File: src/pkg/dhrc_pkg.sv
// Constants shared by the holding-register command block
package dhrc_pkg;
	// ----------------------------------------------------------------
	// Function codes
	// ----------------------------------------------------------------
	localparam logic [7:0] FC_READ_HOLD = 8'h03;
	localparam logic [7:0] FC_WRITE_ONE = 8'h06;
	localparam logic [7:0] FC_WRITE_MANY = 8'h10;
	// ----------------------------------------------------------------
	// Register offsets (a 32-bit value: lower offset is the high word)
	// ----------------------------------------------------------------
	localparam logic [15:0] OFS_COMMAND = 16'h0FA1;
	localparam logic [15:0] OFS_SPARE = 16'h0FA2;
	localparam logic [15:0] OFS_POSITION = 16'h0FA3;
	localparam logic [15:0] OFS_VELOCITY = 16'h0FA5;
	localparam logic [15:0] OFS_ACCEL = 16'h0FA7;
	localparam logic [15:0] OFS_DECEL = 16'h0FA9;
	localparam logic [15:0] OFS_FORCE = 16'h0FAB;
	localparam logic [15:0] OFS_MOTION = 16'h0FAD;
	localparam logic [15:0] OFS_OUTPUT = 16'h0FAF;
	localparam logic [15:0] OFS_LAST = 16'h0FB0;
	localparam int NUM_WORDS = 16;
	// ----------------------------------------------------------------
	// Field positions and reset values
	// ----------------------------------------------------------------
	localparam int CMD_CODE_LSB = 0;
	localparam int MOVE_SEL_LSB = 8;
	localparam int DOUT_BITS = 2;
	localparam logic [7:0] MOVE_SEL_MAX = 8'h10;
	localparam logic [15:0] WORD_RESET = 16'h0000;
	// ----------------------------------------------------------------
	// Command codes
	// ----------------------------------------------------------------
	localparam logic [7:0] CMD_DISABLE = 8'h00;
	localparam logic [7:0] CMD_ENABLE = 8'h01;
	localparam logic [7:0] CMD_START = 8'h03;
	localparam logic [7:0] CMD_HOME = 8'h05;
	localparam logic [7:0] CMD_ESTOP_A = 8'h08;
	localparam logic [7:0] CMD_ESTOP_B = 8'h09;
	localparam logic [7:0] CMD_STOP = 8'h11;
	localparam logic [7:0] CMD_HOME_HERE = 8'h15;
	// ----------------------------------------------------------------
	// Motion type codes
	// ----------------------------------------------------------------
	localparam logic [31:0] MT_ABSOLUTE = 32'h0000_0000;
	localparam logic [31:0] MT_INC_POS = 32'h0000_0001;
	localparam logic [31:0] MT_INC_NEG = 32'h0000_0002;
	localparam logic [31:0] MT_HOME = 32'h0000_0005;
	localparam logic [31:0] MT_NONE = 32'h0000_0006;
	localparam logic [31:0] MT_FORCE = 32'h0000_0009;
	localparam logic [31:0] MT_ROT_INC_POS = 32'h0000_000B;
	localparam logic [31:0] MT_ROT_INC_NEG = 32'h0000_000C;
	localparam logic [31:0] MT_ROT_VEL_FWD = 32'h0000_000D;
	localparam logic [31:0] MT_ROT_VEL_REV = 32'h0000_000E;
	localparam logic [31:0] MT_STOP = 32'h0000_0010;
	// ----------------------------------------------------------------
	// States
	// ----------------------------------------------------------------
	typedef enum logic [1:0] {
		DHRC_IDLE = 2'b01,
		DHRC_BURST = 2'b10
	} dhrc_req_state_t;
	typedef enum logic [2:0] {
		DHRC_DISABLED = 3'b001,
		DHRC_ENABLED = 3'b010,
		DHRC_ESTOPPED = 3'b100
	} dhrc_drive_state_t;
endpackage : dhrc_pkg

File: src/hdl/dhrc_cmd_decode.sv
// Command byte decoder and drive enable state
`timescale 1ns/100ps
module dhrc_cmd_decode (
	input wire logic i_core_clk,
	input wire logic i_nrst,
	input wire logic i_cmd_strobe,
	input wire logic [15:0] i_cmd_word,
	input wire logic [31:0] i_motion_type,
	output logic o_drive_enable,
	output logic o_fault_clear,
	output logic o_start_move,
	output logic o_home,
	output logic o_estop,
	output logic o_stop,
	output logic o_home_here,
	output logic o_motion_type_valid
);
	dhrc_pkg::dhrc_drive_state_t state, next_state;
	logic [7:0] code;
	logic [7:0] sel;
	logic next_clear, next_start, next_home, next_estop, next_stop;
	logic next_home_here, next_mt_valid, next_enable;

	assign code = i_cmd_word[dhrc_pkg::CMD_CODE_LSB +: 8];
	assign sel = i_cmd_word[dhrc_pkg::MOVE_SEL_LSB +: 8];

	always_comb begin
		next_state = state;
		next_clear = 1'b0;
		next_start = 1'b0;
		next_home = 1'b0;
		next_estop = 1'b0;
		next_stop = 1'b0;
		next_home_here = 1'b0;
		case (i_motion_type)
			dhrc_pkg::MT_ABSOLUTE, dhrc_pkg::MT_INC_POS, dhrc_pkg::MT_INC_NEG,
			dhrc_pkg::MT_HOME, dhrc_pkg::MT_NONE, dhrc_pkg::MT_FORCE,
			dhrc_pkg::MT_ROT_INC_POS, dhrc_pkg::MT_ROT_INC_NEG,
			dhrc_pkg::MT_ROT_VEL_FWD, dhrc_pkg::MT_ROT_VEL_REV,
			dhrc_pkg::MT_STOP: next_mt_valid = 1'b1;
			default: next_mt_valid = 1'b0;
		endcase
		if (i_cmd_strobe) begin
			case (code)
				dhrc_pkg::CMD_DISABLE: begin
					next_clear = 1'b1;
					next_state = dhrc_pkg::DHRC_DISABLED;
				end
				dhrc_pkg::CMD_ENABLE: begin
					next_clear = 1'b1;
					next_state = dhrc_pkg::DHRC_ENABLED;
				end
				// Move 0 runs from its own table, so its type must be legal
				dhrc_pkg::CMD_START: begin
					next_start = (state == dhrc_pkg::DHRC_ENABLED) &&
						(sel != 8'h00 || next_mt_valid);
				end
				dhrc_pkg::CMD_HOME: begin
					next_home = (state == dhrc_pkg::DHRC_ENABLED);
				end
				dhrc_pkg::CMD_ESTOP_A, dhrc_pkg::CMD_ESTOP_B: begin
					next_estop = 1'b1;
					next_state = dhrc_pkg::DHRC_ESTOPPED;
				end
				dhrc_pkg::CMD_STOP: begin
					next_stop = 1'b1;
				end
				dhrc_pkg::CMD_HOME_HERE: begin
					next_home_here = 1'b1;
				end
				// Unknown codes are silently dropped
				default: begin
					next_state = state;
				end
			endcase
		end
		next_enable = (next_state == dhrc_pkg::DHRC_ENABLED);
	end

	always_ff @(posedge i_core_clk or negedge i_nrst) begin
		if (!i_nrst) begin
			state <= dhrc_pkg::DHRC_DISABLED;
			o_drive_enable <= 1'b0;
			o_fault_clear <= 1'b0;
			o_start_move <= 1'b0;
			o_home <= 1'b0;
			o_estop <= 1'b0;
			o_stop <= 1'b0;
			o_home_here <= 1'b0;
			o_motion_type_valid <= 1'b1;
		end else begin
			state <= next_state;
			o_drive_enable <= next_enable;
			o_fault_clear <= next_clear;
			o_start_move <= next_start;
			o_home <= next_home;
			o_estop <= next_estop;
			o_stop <= next_stop;
			o_home_here <= next_home_here;
			o_motion_type_valid <= next_mt_valid;
		end
	end

	// ----------------------------------------------------------------
	// Assertions
	// ----------------------------------------------------------------
	a_estop_drops_enable: assert property (
		@(posedge i_core_clk) disable iff (!i_nrst)
		i_cmd_strobe && (code == dhrc_pkg::CMD_ESTOP_A ||
			code == dhrc_pkg::CMD_ESTOP_B) |=> o_estop && !o_drive_enable)
		else $error("estop did not drop enable");
	a_stop_pulse_once: assert property (
		@(posedge i_core_clk) disable iff (!i_nrst)
		i_cmd_strobe && code == dhrc_pkg::CMD_STOP |=> o_stop)
		else $error("stop pulse missing");
	a_stop_only_on_cmd: assert property (
		@(posedge i_core_clk) disable iff (!i_nrst)
		!(i_cmd_strobe && code == dhrc_pkg::CMD_STOP) |=> !o_stop)
		else $error("stop pulse without command");
	a_start_needs_enable: assert property (
		@(posedge i_core_clk) disable iff (!i_nrst)
		o_start_move |-> $past(o_drive_enable))
		else $error("start while not enabled");
	c_estop_seen: cover property (@(posedge i_core_clk) o_estop);
endmodule : dhrc_cmd_decode

File: src/hdl/dhrc_top.sv
// Holding-register file, request handling and command outputs
`timescale 1ns/100ps
module dhrc_top #(
	parameter int MOVE_SEL_LIMIT = 16
) (
	input wire logic i_core_clk,
	input wire logic i_nrst,
	input wire logic i_req_valid,
	input wire logic [7:0] i_req_func,
	input wire logic [15:0] i_req_addr,
	input wire logic [15:0] i_req_data,
	input wire logic i_req_last,
	output logic o_rsp_valid,
	output logic [7:0] o_rsp_func,
	output logic [15:0] o_rsp_addr,
	output logic [15:0] o_rsp_data,
	output logic [7:0] o_move_select,
	output logic [31:0] o_position,
	output logic [31:0] o_velocity,
	output logic [31:0] o_accel,
	output logic [31:0] o_decel,
	output logic [31:0] o_force,
	output logic [31:0] o_motion_type,
	output logic [1:0] o_dout,
	output logic o_drive_enable,
	output logic o_fault_clear,
	output logic o_start_move,
	output logic o_home,
	output logic o_estop,
	output logic o_stop,
	output logic o_home_here,
	output logic o_motion_type_valid
);
	localparam int NW = dhrc_pkg::NUM_WORDS;
	localparam int I_CMD = 0;
	localparam int I_SPARE = 1;
	localparam int I_OUT_HI = 14;
	localparam int I_OUT_LO = 15;

	// Limit is compared against one byte of the command word
	if (MOVE_SEL_LIMIT < 0 || MOVE_SEL_LIMIT > 255) begin : g_bad_limit
		$error("MOVE_SEL_LIMIT must fit one byte");
	end

	// ----------------------------------------------------------------
	// State
	// ----------------------------------------------------------------
	dhrc_pkg::dhrc_req_state_t state, next_state;
	logic [15:0] word [NW];
	logic [15:0] next_word [NW];
	logic [15:0] shadow [NW];
	logic [15:0] next_shadow [NW];
	logic [NW-1:0] mask, next_mask;
	logic bad, next_bad;
	logic next_rsp_valid;
	logic [7:0] next_rsp_func;
	logic [15:0] next_rsp_addr, next_rsp_data;
	logic cmd_strobe;
	logic [15:0] idx_full;
	logic [3:0] idx;
	logic in_range, value_ok;
	logic [NW-1:0] base_mask;

	assign idx_full = i_req_addr - dhrc_pkg::OFS_COMMAND;
	assign idx = idx_full[3:0];
	assign in_range = (i_req_addr >= dhrc_pkg::OFS_COMMAND) &&
		(i_req_addr <= dhrc_pkg::OFS_LAST);
	// Out-of-range move select refuses the write outright
	assign value_ok = (idx != 4'(I_CMD)) ||
		(i_req_data[dhrc_pkg::MOVE_SEL_LSB +: 8] <= 8'(MOVE_SEL_LIMIT));

	// Reserved and unused bits are never stored, so they read as zero
	function automatic logic [15:0] clean(input logic [3:0] i,
		input logic [15:0] d);
		if (i == 4'(I_SPARE) || i == 4'(I_OUT_HI))
			clean = 16'h0000;
		else if (i == 4'(I_OUT_LO))
			clean = {14'h0000, d[dhrc_pkg::DOUT_BITS-1:0]};
		else
			clean = d;
	endfunction : clean

	// ----------------------------------------------------------------
	// Request decode
	// ----------------------------------------------------------------
	always_comb begin
		next_state = state;
		next_word = word;
		next_shadow = shadow;
		next_mask = mask;
		next_bad = bad;
		next_rsp_valid = 1'b0;
		next_rsp_func = o_rsp_func;
		next_rsp_addr = o_rsp_addr;
		next_rsp_data = o_rsp_data;
		cmd_strobe = 1'b0;
		base_mask = (state == dhrc_pkg::DHRC_IDLE) ? '0 : mask;
		if (i_req_valid) begin
			// Any other code mid-burst abandons the burst
			if (i_req_func != dhrc_pkg::FC_WRITE_MANY) begin
				next_state = dhrc_pkg::DHRC_IDLE;
				next_mask = '0;
				next_bad = 1'b0;
			end
			if (i_req_func == dhrc_pkg::FC_READ_HOLD && in_range) begin
				next_rsp_valid = 1'b1;
				next_rsp_func = i_req_func;
				next_rsp_addr = i_req_addr;
				next_rsp_data = word[idx];
			end else if (i_req_func == dhrc_pkg::FC_WRITE_ONE && in_range &&
					value_ok) begin
				next_word[idx] = clean(idx, i_req_data);
				cmd_strobe = (idx == 4'(I_CMD));
				next_rsp_valid = 1'b1;
				next_rsp_func = i_req_func;
				next_rsp_addr = i_req_addr;
				next_rsp_data = i_req_data;
			end else if (i_req_func == dhrc_pkg::FC_WRITE_MANY) begin
				// Stage the group so pairs land together or not at all
				next_mask = base_mask;
				next_bad = (state == dhrc_pkg::DHRC_IDLE) ? 1'b0 : bad;
				if (in_range && value_ok) begin
					next_shadow[idx] = clean(idx, i_req_data);
					next_mask[idx] = 1'b1;
				end else begin
					next_bad = 1'b1;
				end
				if (i_req_last) begin
					next_state = dhrc_pkg::DHRC_IDLE;
					if (!next_bad) begin
						for (int k = 0; k < NW; k++) begin
							if (next_mask[k])
								next_word[k] = next_shadow[k];
						end
						cmd_strobe = next_mask[I_CMD];
						next_rsp_valid = 1'b1;
						next_rsp_func = i_req_func;
						next_rsp_addr = i_req_addr;
						next_rsp_data = i_req_data;
					end
					next_mask = '0;
					next_bad = 1'b0;
				end else begin
					next_state = dhrc_pkg::DHRC_BURST;
				end
			end
		end
	end

	// ----------------------------------------------------------------
	// Registers
	// ----------------------------------------------------------------
	genvar g;
	generate
		for (g = 0; g < NW; g++) begin : g_word
			always_ff @(posedge i_core_clk or negedge i_nrst) begin
				if (!i_nrst) begin
					word[g] <= dhrc_pkg::WORD_RESET;
					shadow[g] <= dhrc_pkg::WORD_RESET;
				end else begin
					word[g] <= next_word[g];
					shadow[g] <= next_shadow[g];
				end
			end
		end
	endgenerate

	always_ff @(posedge i_core_clk or negedge i_nrst) begin
		if (!i_nrst) begin
			state <= dhrc_pkg::DHRC_IDLE;
			mask <= '0;
			bad <= 1'b0;
			o_rsp_valid <= 1'b0;
			o_rsp_func <= 8'h00;
			o_rsp_addr <= 16'h0000;
			o_rsp_data <= 16'h0000;
		end else begin
			state <= next_state;
			mask <= next_mask;
			bad <= next_bad;
			o_rsp_valid <= next_rsp_valid;
			o_rsp_func <= next_rsp_func;
			o_rsp_addr <= next_rsp_addr;
			o_rsp_data <= next_rsp_data;
		end
	end

	// ----------------------------------------------------------------
	// Move 0 table and outputs
	// ----------------------------------------------------------------
	assign o_move_select = word[I_CMD][dhrc_pkg::MOVE_SEL_LSB +: 8];
	assign o_position = {word[2], word[3]};
	assign o_velocity = {word[4], word[5]};
	assign o_accel = {word[6], word[7]};
	assign o_decel = {word[8], word[9]};
	assign o_force = {word[10], word[11]};
	assign o_motion_type = {word[12], word[13]};
	assign o_dout = word[I_OUT_LO][dhrc_pkg::DOUT_BITS-1:0];

	dhrc_cmd_decode u_cmd (
		.i_core_clk(i_core_clk),
		.i_nrst(i_nrst),
		.i_cmd_strobe(cmd_strobe),
		.i_cmd_word(next_word[I_CMD]),
		.i_motion_type({next_word[12], next_word[13]}),
		.o_drive_enable(o_drive_enable),
		.o_fault_clear(o_fault_clear),
		.o_start_move(o_start_move),
		.o_home(o_home),
		.o_estop(o_estop),
		.o_stop(o_stop),
		.o_home_here(o_home_here),
		.o_motion_type_valid(o_motion_type_valid)
	);

	// ----------------------------------------------------------------
	// Assertions
	// ----------------------------------------------------------------
	a_read_returns_word: assert property (
		@(posedge i_core_clk) disable iff (!i_nrst)
		i_req_valid && i_req_func == dhrc_pkg::FC_READ_HOLD && in_range
		|=> o_rsp_valid && o_rsp_data == $past(word[idx]))
		else $error("read answer wrong");
	a_single_write_echo: assert property (
		@(posedge i_core_clk) disable iff (!i_nrst)
		i_req_valid && i_req_func == dhrc_pkg::FC_WRITE_ONE && in_range &&
		value_ok |=> o_rsp_valid && o_rsp_data == $past(i_req_data))
		else $error("single write not echoed");
	a_spare_reads_zero: assert property (
		@(posedge i_core_clk) disable iff (!i_nrst)
		word[I_SPARE] == 16'h0000)
		else $error("spare word not zero");
	a_dout_two_bits: assert property (
		@(posedge i_core_clk) disable iff (!i_nrst)
		word[I_OUT_HI] == 16'h0000 && word[I_OUT_LO][15:2] == 14'h0000)
		else $error("unused output bits set");
	a_move_sel_range: assert property (
		@(posedge i_core_clk) disable iff (!i_nrst)
		o_move_select <= 8'(MOVE_SEL_LIMIT))
		else $error("move select out of range");
	a_bad_addr_silent: assert property (
		@(posedge i_core_clk) disable iff (!i_nrst)
		i_req_valid && !in_range && i_req_func != dhrc_pkg::FC_WRITE_MANY
		|=> !o_rsp_valid)
		else $error("answered a bad address");
	a_burst_holds_regs: assert property (
		@(posedge i_core_clk) disable iff (!i_nrst)
		i_req_valid && i_req_func == dhrc_pkg::FC_WRITE_MANY && !i_req_last
		|=> $stable(o_position) && $stable(o_motion_type))
		else $error("group write leaked early");
	a_cmd_to_start: assert property (
		@(posedge i_core_clk) disable iff (!i_nrst)
		cmd_strobe && next_word[I_CMD][7:0] == dhrc_pkg::CMD_START &&
		o_drive_enable && next_word[I_CMD][15:8] != 8'h00 |=> o_start_move)
		else $error("start while enabled lost");
	a_enable_clears: assert property (
		@(posedge i_core_clk) disable iff (!i_nrst)
		cmd_strobe && next_word[I_CMD][7:0] == dhrc_pkg::CMD_ENABLE
		|=> o_fault_clear && o_drive_enable)
		else $error("enable did not clear");
	a_home_here_pulse: assert property (
		@(posedge i_core_clk) disable iff (!i_nrst)
		cmd_strobe && next_word[I_CMD][7:0] == dhrc_pkg::CMD_HOME_HERE
		|=> o_home_here)
		else $error("home here not pulsed");

	// ----------------------------------------------------------------
	// Refusals and write-back
	// ----------------------------------------------------------------
	a_group_answer: assert property (
		@(posedge i_core_clk) disable iff (!i_nrst)
		i_req_valid && i_req_func == dhrc_pkg::FC_WRITE_MANY && !i_req_last
		|=> !o_rsp_valid)
		else $error("group answered before its last beat");
	a_write_one_lands: assert property (
		@(posedge i_core_clk) disable iff (!i_nrst)
		i_req_valid && i_req_func == dhrc_pkg::FC_WRITE_ONE &&
		i_req_addr == dhrc_pkg::OFS_POSITION
		|=> o_position[31:16] == $past(i_req_data))
		else $error("single write did not land");
	a_refused_sel_keeps: assert property (
		@(posedge i_core_clk) disable iff (!i_nrst)
		i_req_valid && i_req_func == dhrc_pkg::FC_WRITE_ONE && in_range &&
		idx == 4'(I_CMD) &&
		i_req_data[dhrc_pkg::MOVE_SEL_LSB +: 8] > 8'(MOVE_SEL_LIMIT)
		|=> !o_rsp_valid && $stable(o_move_select))
		else $error("out-of-range select was taken");
	a_unknown_func_silent: assert property (
		@(posedge i_core_clk) disable iff (!i_nrst)
		i_req_valid && i_req_func != dhrc_pkg::FC_READ_HOLD &&
		i_req_func != dhrc_pkg::FC_WRITE_ONE &&
		i_req_func != dhrc_pkg::FC_WRITE_MANY |=> !o_rsp_valid)
		else $error("answered an unknown function");
	a_spare_write_kept: assert property (
		@(posedge i_core_clk) disable iff (!i_nrst)
		i_req_valid && i_req_func == dhrc_pkg::FC_WRITE_ONE &&
		i_req_addr == dhrc_pkg::OFS_SPARE
		|=> o_rsp_valid && $stable(o_position) && $stable(o_move_select))
		else $error("spare write disturbed the table");
	a_dout_write: assert property (
		@(posedge i_core_clk) disable iff (!i_nrst)
		i_req_valid && i_req_func == dhrc_pkg::FC_WRITE_ONE &&
		i_req_addr == dhrc_pkg::OFS_LAST
		|=> {14'h0000, o_dout} == ($past(i_req_data) & 16'h0003))
		else $error("digital outputs not driven");
	c_group_write: cover property (@(posedge i_core_clk)
		o_rsp_valid && o_rsp_func == dhrc_pkg::FC_WRITE_MANY);
	c_read: cover property (@(posedge i_core_clk)
		o_rsp_valid && o_rsp_func == dhrc_pkg::FC_READ_HOLD);
	c_start: cover property (@(posedge i_core_clk) o_start_move);
	c_home_here: cover property (@(posedge i_core_clk) o_home_here);
endmodule : dhrc_top

File: config.mk
export PLATFORM = sky130hd
export DESIGN_NAME = dhrc_top
export DESIGN_NICKNAME = d
export VERILOG_FILES = /design/src/pkg/dhrc_pkg.sv /design/src/hdl/dhrc_cmd_decode.sv /design/src/hdl/dhrc_top.sv
export SDC_FILE = /design/constraint.sdc
export NUM_CORES = 1
export LEC_CHECK = 0
export BUFFER_PORTS_ARGS = -buffer_cell sky130_fd_sc_hd__buf_2
export CAP_MARGIN = 20
export CORE_MARGIN = 4
export CORE_UTILIZATION = 55
export CTS_BUF_LIST = sky130_fd_sc_hd__clkbuf_16
export DETAILED_ROUTE_END_ITERATION = 10
export HOLD_SLACK_MARGIN = 0.06
export PLACE_DENSITY = 0.75
export SETUP_SLACK_MARGIN = 0.2
export SYNTH_ARGS = -nofsm -noshare
export SYNTH_HDL_FRONTEND = slang
export SYNTH_HIERARCHICAL = 1
export SYNTH_SLANG_ARGS = --single-unit
File: constraint.sdc
create_clock -name i_core_clk -period 9.04 [get_ports i_core_clk]
set_input_delay 0.452 -clock i_core_clk [delete_from_list [all_inputs] [get_ports i_core_clk]]
set_output_delay 0.452 -clock i_core_clk [all_outputs]
set_load 0.01 [all_outputs]
After elaboration in Yosys (flattened, before gate mapping):

Memory sizes are Yosys's and may differ from the RTL's.
Cells that the tools add are included.

* $add $sub $neg: 1
* order comparisons: 7
* equal/unequal tests: 19
* mux-type cells: 111
* bitwise gates (word level): 4
* reduce and logical (&&, ||, !) cells: 50

Operator list (number)
* $mux W256: 7
* $mux W16: 50
* $bwmux W256: 2
* $reduce_and A6 Y1: 13
* $bmux W16 S4: 1
* $demux W16 S4: 1
* $mux W8: 5
* $mux W1: 37
* $reduce_bool A2 Y1: 15
* $logic_not A27 Y1: 1
* $eq A8 B5 Y1 const B: 3
* $eq A8 B2 Y1 const B: 2
* $eq A8 B3 Y1 const B: 2
* $eq A8 B4 Y1 const B: 2
* $ge A16 B12 Y1 const B: 1
* $le A16 B12 Y1 const B: 1
* $or A16 B16 Y16: 1
* $mux W2: 5
* $pmux W3 S3: 1
* $eq A4 B4 Y1 const B: 2
* $eq A8 B1 Y1 const B: 1
* $le A8 B5 Y1 const B: 1
* $logic_and A1 B1 Y1: 8
* $logic_not A8 Y1: 1
* other kinds (22): 29

* bits in registers: 583
* memory bits (read-only): 32
* logic and storage cells: 241
* memories kept: 1

Memories
* (no name shown): words 32, bits a word 1, rd ports 1, clocked after Yosys merged registers in 0, write ports 0, RTL line dhrc_cmd_decode.sv:35 `case (i_motion_type)`

Logic depth before layout (Yosys ltp):

Gate-level depths: netlist of the first run.

* depth after elaboration: 24
* depth in mapped cells: 20

By module:

The synthesis of the first run kept the hierarchy.

Modules (own cells, without submodules)
* dhrc_top: times used 1, cells an instance 2721, area each 29150.5 µm²
* dhrc_cmd_decode: times used 1, cells an instance 54, area each 606.8 µm²

Least setup slack after synthesis of the first run:

Ideal clock, no wire load.

* path type: input port to flip-flop
* start point: input port i_req_addr[0]
* end point: register u_cmd.state[1]
* arrival time: 4897 ps
* required time: 8915 ps
* path slack: 4018 ps
* stages: 18
* path through: buf_2 -> buf_2 -> buf_1 -> inv_1 -> ha_1 -> buf_2 -> nor3b_1 -> a31o_4 -> nand4_1 -> a2111oi_4 -> clkbuf_1 -> o211ai_1 -> o21ai_0 -> nor2_1 -> nor4b_1 -> nand2b_1 -> nor3_4 -> mux2_2

RTL lines
* from (decl): RTL line dhrc_top.sv:10 `input wire logic [15:0] i_req_addr,`
* to (signal assigned): RTL line dhrc_cmd_decode.sv:82 `state <= dhrc_pkg::DHRC_DISABLED;`
* to (signal assigned): RTL line dhrc_cmd_decode.sv:92 `state <= next_state;`
* to (decl): RTL line dhrc_cmd_decode.sv:18 `dhrc_pkg::dhrc_drive_state_t state, next_state;`

==> results of run 1 <==
[logic make-up (layout without fill, tap and decap cells)]
family	after synthesis	in the layout
XOR/XNOR	2	2
flip-flops	583	583
multiplexers	406	406
adder cells (fa/ha/maj)	7	7
AND/OR/NAND/NOR	737	737
AO/OA/AOI/OAI	585	585
other	0	3
buffers and inverters	455	504
[power by group]
| part | leakage, nW | internal, W | switching, W |
|---|---|---|---|
| combinational | 7.02 | 0.0000721 | 0.000265 |
| sequential | 8.02 | 0.00261 | 0.0000000236 |
| clock | 0.970 | 0.00132 | 0.00107 |
[cells in the final DEF, fill, tap and decap left out, types with 19 or more instances in the layout]
| cell type | netlist | layout |
|---|---|---|
| nor2_1 | 73 | 72 |
| dfrtp_1 | 580 | 580 |
| nand4_1 | 19 | 19 |
| mux4_2 | 80 | 80 |
| a21oi_1 | 29 | 27 |
| o22ai_1 | 154 | 154 |
| inv_1 | 33 | 48 |
| nor2b_1 | 33 | 33 |
| mux2i_1 | 158 | 158 |
| nand2_1 | 405 | 404 |
| buf_4 | 213 | 56 |
| buf_2 | 54 | 292 |
| mux2_4 | 20 | 20 |
| and2_1 | 60 | 60 |
| mux2_1 | 39 | 39 |
| and3_1 | 26 | 26 |
| o211ai_1 | 25 | 25 |
| o21ai_0 | 281 | 281 |
| mux2_2 | 108 | 108 |
| clkbuf_16 | 0 | 62 |
| nand3_1 | 44 | 44 |
[worst max-delay path, cell delays in order]
cell	delay, ns
buf_4	0.49
inv_1	0.22
ha_1	0.41
xor2_2	0.18
buf_4	0.33
o211ai_1	0.27
and2_1	0.48
nand2_1	0.93
o211ai_1	0.15
o21ai_0	0.14
nor2_1	0.08
nor4b_1	0.51
nand2b_1	0.25
nor4_1	0.52
o311a_1	0.24
[worst max-delay path by stage]
stage | from | endpoint | slack (ns)
3_5_place_dp | i_req_addr[0] | u_cmd/o_start_move | 3.43
2_1_floorplan | i_req_addr[0] | u_cmd/state[1] | 4.02
4_1_cts | i_req_addr[0] | u_cmd/o_start_move | 4.09
3_3_place_gp | i_req_addr[0] | u_cmd/o_start_move | 3.57
5_1_grt | i_req_addr[0] | u_cmd/o_start_move | 3.67
6_report | i_req_addr[0] | u_cmd/o_start_move | 3.88
[area by class of cell]
cell class | count | area [um2]
Fill cell | 4225 | 20900
Inverter | 34 | 133
Tap cell | 688 | 861
Sequential cell | 583 | 14600
Antenna cell | 3 | 7.51
Multi-Input combinational cell | 1737 | 12600
Clock buffer | 62 | 1550
Clock inverter | 46 | 294
Timing Repair Buffer | 362 | 2130
[per-stage QoR]
| step | instances | cell area [um2] |
|---|---|---|
| 6_report | 3515 | 32100 |
| 5_1_grt | 3513 | 32100 |
| 3_3_place_gp | 3393 | 30100 |
| 4_1_cts | 3507 | 32000 |
| 3_5_place_dp | 3396 | 30100 |
| 2_1_floorplan | 2775 | 29800 |
[per-layer routing]
layer / track usage (%) / share of wire (%) / wire, um / up-vias
li1: - / - / - / 9653
met1: 49.9 / 40 / 41100 / 11700
met2: 50.2 / 42 / 43500 / 1511
met3: 10.3 / 12 / 12700 / 265
met4: 15.8 / 5.1 / 5260 / 2
met5: 0 / 0.0098 / 10 / -
[repair_timing]
| action | 4_1_cts | 5_1_grt |
|---|---|---|
| hold buffers | 3 | 0 |
| hold endpoints to repair | 112 | 0 |
| resized for setup | 0 | 0 |
==> impl_metrics.csv, run 1 <==
group,metric,value,unit
timing,grt_setup_unrepaired,"no",
logic_synthesis,ys_warn_count,6,
timing,setup_tns,0,ns
logic_synthesis,synth_top_family_by_area,"multiplexers",
logic_synthesis,syn_area,0.0298,mm2
timing,worst_slew_margin_rel,17.8,%
timing,worstMarginPinSlew,1.23,ns
cts,htreeDepth,2,
finish,area_growth,8.00,%
critical_path,required,9.61,ns
run_status,status,"finished clean",
timing,final_hold_viol_count,0,
logic_synthesis,ys_ff_latch,583,
floorplanning,die_area,0.0579,mm2
cts,clk_latency,0.64,ns
detailed_routing,dr.pass1.iters,6,
placement,dp_slack,3.43,ns
floorplanning,initial_utilization,56.1,%
critical_path,start_kind,"input port",
hold_path,min_path_type,"in2reg",
hold_path,whs_endpoint,"o_rsp_func[0]",
logic_synthesis,syn_inst,2775,
grt,grt_max_degree,188,
logic_synthesis,async_reset_ff_share,100,%
critical_path,worstPathArrival,5.72,ns
logic_synthesis,synth-main-ff-cell,"dfrtp_1",
floorplanning,die_height,241,um
floorplanning,row_count,84,
placement,dpl.hpwl,70.1,mm
run,cap_violations,0,
grt,grt_pass1_wl,150,mm
floorplanning,design.core.area,0.0531,mm2
logic_synthesis,synth.most_common_cell,"dfrtp_1",
detailed_routing,drt_iter0_markers,3252,
finish,drive_gt1_share,25.2,%
grt,antenna_found_initial,6,
timing,setup_slack,3.88,ns
detailed_routing,dr_total_vias,23200,
logic_synthesis,synth_area_leader_cell,"dfrtp_1",
critical_path,r2r_slack,4.75,ns
floorplanning,die_w,241,um
pwr,p_per_area,166,mW/mm2
cts,post_cts_buffers,0,
critical_path,r2r-start,"state[0]",
cts,cts.sinks,583,
timing,fin_crit_sh,57.1,%
logic_synthesis,synth_top_area_share,48.8,%
logic_synthesis,synth_area_leaders,"dfrtp_1, mux4_2, buf_4, mux2i_1, nand2_1",
grt,gr-total-overflow,0,
placement,numPortBuffers,294,
pwr,power.total,0.00533,W
detailed_routing,finalWirelength,102,mm
grt,grt_use_total,35.0,%
logic_synthesis,syn_nets,2826,
cts,cts_tree,"yes",
critical_path,worst_setup_path_end_kind,"flip-flop",
cts,cts_root_buf,"clkbuf_16",
detailed_routing,wl_per_cell,29.2,um
cts,cts_made_buffers,60,
pwr,p_leak,16.0,nW
pwr,peakVddDrop,0.183,mV
timing,min_period,5.16,ns
placement,gp_congestion,1.00,
logic_synthesis,synth_edf_count,0,
critical_path,path_class,"in2reg",
logic_synthesis,syn_area_per_cell,10.7,um2
timing,holdWs,0.107,ns
logic_synthesis,synth_compound_area_share,12.2,%
critical_path,cp_max_fo,30,
critical_path,r2r_end,"u_cmd/o_start_move",
hold_path,holdPathStages,3,
logic_synthesis,synth-simple-area-share,11.6,%
finish,fin_util,60.6,%
floorplanning,boundaryPins,295,
detailed_routing,vias_per_cell,6.59,
hold_path,worstHoldStart,"i_req_func[0]",
finish,nets,2829,
logic_synthesis,synth_mux_area_share,18.0,%
timing,skew,0.0177,ns
cts,clk_pin_slew,0.06,ns
timing,final-max-slew-violation-count,0,
logic_synthesis,synth-xor-area-share,0.0841,%
logic_synthesis,ys_types,79,
detailed_routing,ant_nets,0,
logic_synthesis,synth-adder-area-share,0.294,%
critical_path,worst-r2r-cell-count,12,
logic_synthesis,ys_seq_area_share,49.0,%
timing,max_freq,194,MHz
detailed_routing,drc_errors,0,
cts,cts_max_path_buffers,3,
timing,setup_viol,0,
logic_synthesis,synth_common_cells,"dfrtp_1, nand2_1, o21ai_0",
grt,grt_pass1_vias,22200,
Power figures use the tool's default switching activity.
==> run 2: changes to the inputs <==
--- a/config.mk
+++ b/config.mk
@@ -8,11 +8,11 @@
 export BUFFER_PORTS_ARGS = -buffer_cell sky130_fd_sc_hd__buf_2
 export CAP_MARGIN = 20
 export CORE_MARGIN = 4
-export CORE_UTILIZATION = 55
+export CORE_UTILIZATION = 54
 export CTS_BUF_LIST = sky130_fd_sc_hd__clkbuf_16
 export DETAILED_ROUTE_END_ITERATION = 10
 export HOLD_SLACK_MARGIN = 0.06
-export PLACE_DENSITY = 0.75
+export PLACE_DENSITY = 0.77
 export SETUP_SLACK_MARGIN = 0.2
 export SYNTH_ARGS = -nofsm -noshare
 export SYNTH_HDL_FRONTEND = slang
==> constraint.sdc (replaced) <==
create_clock -name i_core_clk -period 4.33 [get_ports i_core_clk]
set_input_delay 0.2165 -clock i_core_clk [delete_from_list [all_inputs] [get_ports i_core_clk]]
set_output_delay 0.2165 -clock i_core_clk [all_outputs]
set_load 0.01 [all_outputs]
==> run 2 against run 1 <==
  * Critical path type unchanged
  * Non-clock buffer count is 95 higher
  * Register-to-register slack worse by 3.9 ns
  * Utilization is 0.31 points higher
  * Sequential cell count stayed put
  * Sequential share of layout area is 1.2 points lower
==> impl_metrics.csv, run 2 (synthesis gave the netlist of run 1 again) <==
group,metric,value,unit
cts,cts.sinks,583,
finish,n_fill_cell,4371,
placement,dp_slack,0.153,ns
floorplanning,initial_utilization,54.9,%
cts,clk_pin_slew,0.06,ns
detailed_routing,wl_per_cell,27.6,um
grt,antenna_found_initial,1,
grt,grt_util_met3,8.43,%
floorplanning,boundaryPins,295,
pwr,peakVddDrop,0.342,mV
finish,area_growth,10.9,%
critical_path,worst-r2r-cell-count,12,
timing,setup_tns,0,ns
critical_path,r2r_end,"u_cmd/o_start_move",
grt,grt_pass1_wl,148,mm
placement,dpl.hpwl,70.6,mm
detailed_routing,vias_per_cell,6.42,
grt,grt_pass1_vias,22500,
grt,grt_max_degree,116,
timing,final_hold_viol_count,0,
detailed_routing,finalWirelength,99.8,mm
cts,cts_tree,"yes",
floorplanning,row_count,85,
timing,min_period,3.96,ns
floorplanning,design.core.area,0.0542,mm2
timing,setup_slack,0.365,ns
finish,final_cell_mix,"dfrtp_1, nand2_1, buf_2, o21ai_0, mux2i_1",
placement,gp_congestion,0.974,
critical_path,start_kind,"input port",
pwr,p_leak,16.5,nW
critical_path,r2r_slack,0.88,ns
critical_path,r2r-start,"state[0]",
detailed_routing,ant_nets,0,
cts,cts_max_path_buffers,3,
cts,cts_made_buffers,61,
finish,fin_util,60.9,%
run,cap_violations,0,
timing,max_freq,252,MHz
grt,use_met1,45.9,%
floorplanning,die_height,243,um
placement,placed_cell_area,0.0307,mm2
cts,htreeDepth,2,
timing,worstMarginPinSlew,1.15,ns
grt,grt_use_total,33.1,%
detailed_routing,drc_errors,0,
floorplanning,die_w,243,um
grt,gr-usage-met2,49.7,%
critical_path,worstPathArrival,4.54,ns
detailed_routing,dr.pass1.iters,5,
grt,gr-total-overflow,0,
critical_path,required,4.90,ns
timing,setup_viol,0,
critical_path,worst_setup_path_end_kind,"flip-flop",
detailed_routing,dr_total_vias,23200,
critical_path,critPathLaunch,"i_req_addr[1]",
run_status,status,"finished clean",
hold_path,min_path_type,"in2reg",
pwr,p_per_area,344,mW/mm2
finish,design_area,0.0330,mm2
finish,layout.cells.non_filler,3621,
timing,fin_crit_sh,91.6,%
cts,clk_latency,0.66,ns
critical_path,cp_max_fo,14,
finish,nets,2925,
critical_path,path_class,"in2reg",
finish,drive_gt1_share,27.3,%
timing,grt_setup_unrepaired,"no",
timing,final-max-slew-violation-count,0,
floorplanning,die_area,0.0589,mm2
placement,place_inst,3475,
placement,numPortBuffers,294,
finish,final_common_cell,"dfrtp_1",
timing,worst_slew_margin_rel,23.5,%
detailed_routing,drt_iter0_markers,2619,
critical_path,crit_path_end,"u_cmd/o_start_move",
grt,top_usage_layer,"met2",
timing,skew,0.0266,ns
cts,cts_root_buf,"clkbuf_16",
run 2: how the worst min path moves through the flow:
stage                              from             to  slack [ns]  depth (start not counted)
final                     i_req_addr[2]  o_rsp_addr[2]        0.10                          4
after global routing      i_req_addr[2]  o_rsp_addr[2]        0.14                          4
after CTS                 i_req_addr[2]  o_rsp_addr[2]        0.08                          4
after detailed placement         i_nrst      shadow[7]        0.40                          1
after global placement           i_nrst     shadow[23]        0.39                          1
after floorplan                  i_nrst      async pin       -0.08                          0
run 2: what timing repair did:
| item | CTS | global route |
|---|---|---|
| hold buffers | 26 | 0 |
| gates resized for setup | 0 | 8 |
| setup endpoints to repair | 0 | 32 |
| endpoints found under the hold margin | 132 | 0 |
| setup buffers | 0 | 5 |
run 2: where the power goes:
group | switching [W] | total, W | internal, W
registers | 0.0000000471 | 0.00545 | 0.00545
logic | 0.000541 | 0.000734 | 0.000193
clock network | 0.00230 | 0.00517 | 0.00286
run 2: through the flow:
| stage | hold slack, ns | power, W |
|---|---|---|
| CTS | 0.0779 | 0.0114 |
| global route | 0.143 | 0.0117 |
| detailed placement | 0.398 | 0.00624 |
| floorplan | -0.0791 | 0.00585 |
| global placement | 0.393 | 0.00623 |
| finish | 0.103 | 0.0113 |
run 2: worst max-delay path, stage by stage:
cell           delay (ns)
dlygate4sd3_1        0.55
buf_2                0.22
inv_1                0.12
ha_1                 0.22
buf_4                0.19
nor2b_1              0.18
nand3_1              0.57
nand3_1              0.47
nor2_1               0.19
a22oi_1              0.26
nand2_1              0.11
nor4_1               0.47
nand4_1              0.22
a2111oi_4            0.31
o311a_1              0.21
run 2: layout make-up:
cell class                 instances  area [um2]  share of cell area (%)
sequential                       583       14600                    44.2
multi-input combinational       1737       12600                    38.2
timing repair buffer             457        2880                    8.71
clock buffer                      61        1530                    4.62
tap                              696         871                    2.64
clock inverter                    52         404                    1.22
inverter                          34         133                   0.402
antenna                            1        2.50                 0.00758
run 2: routing by layer:
metal | wire [um] | share of wire [%]
met2 | 44300 | 44
met4 | 4990 | 5.0
met3 | 11200 | 11
met1 | 39400 | 39
met5 | 0 | 0
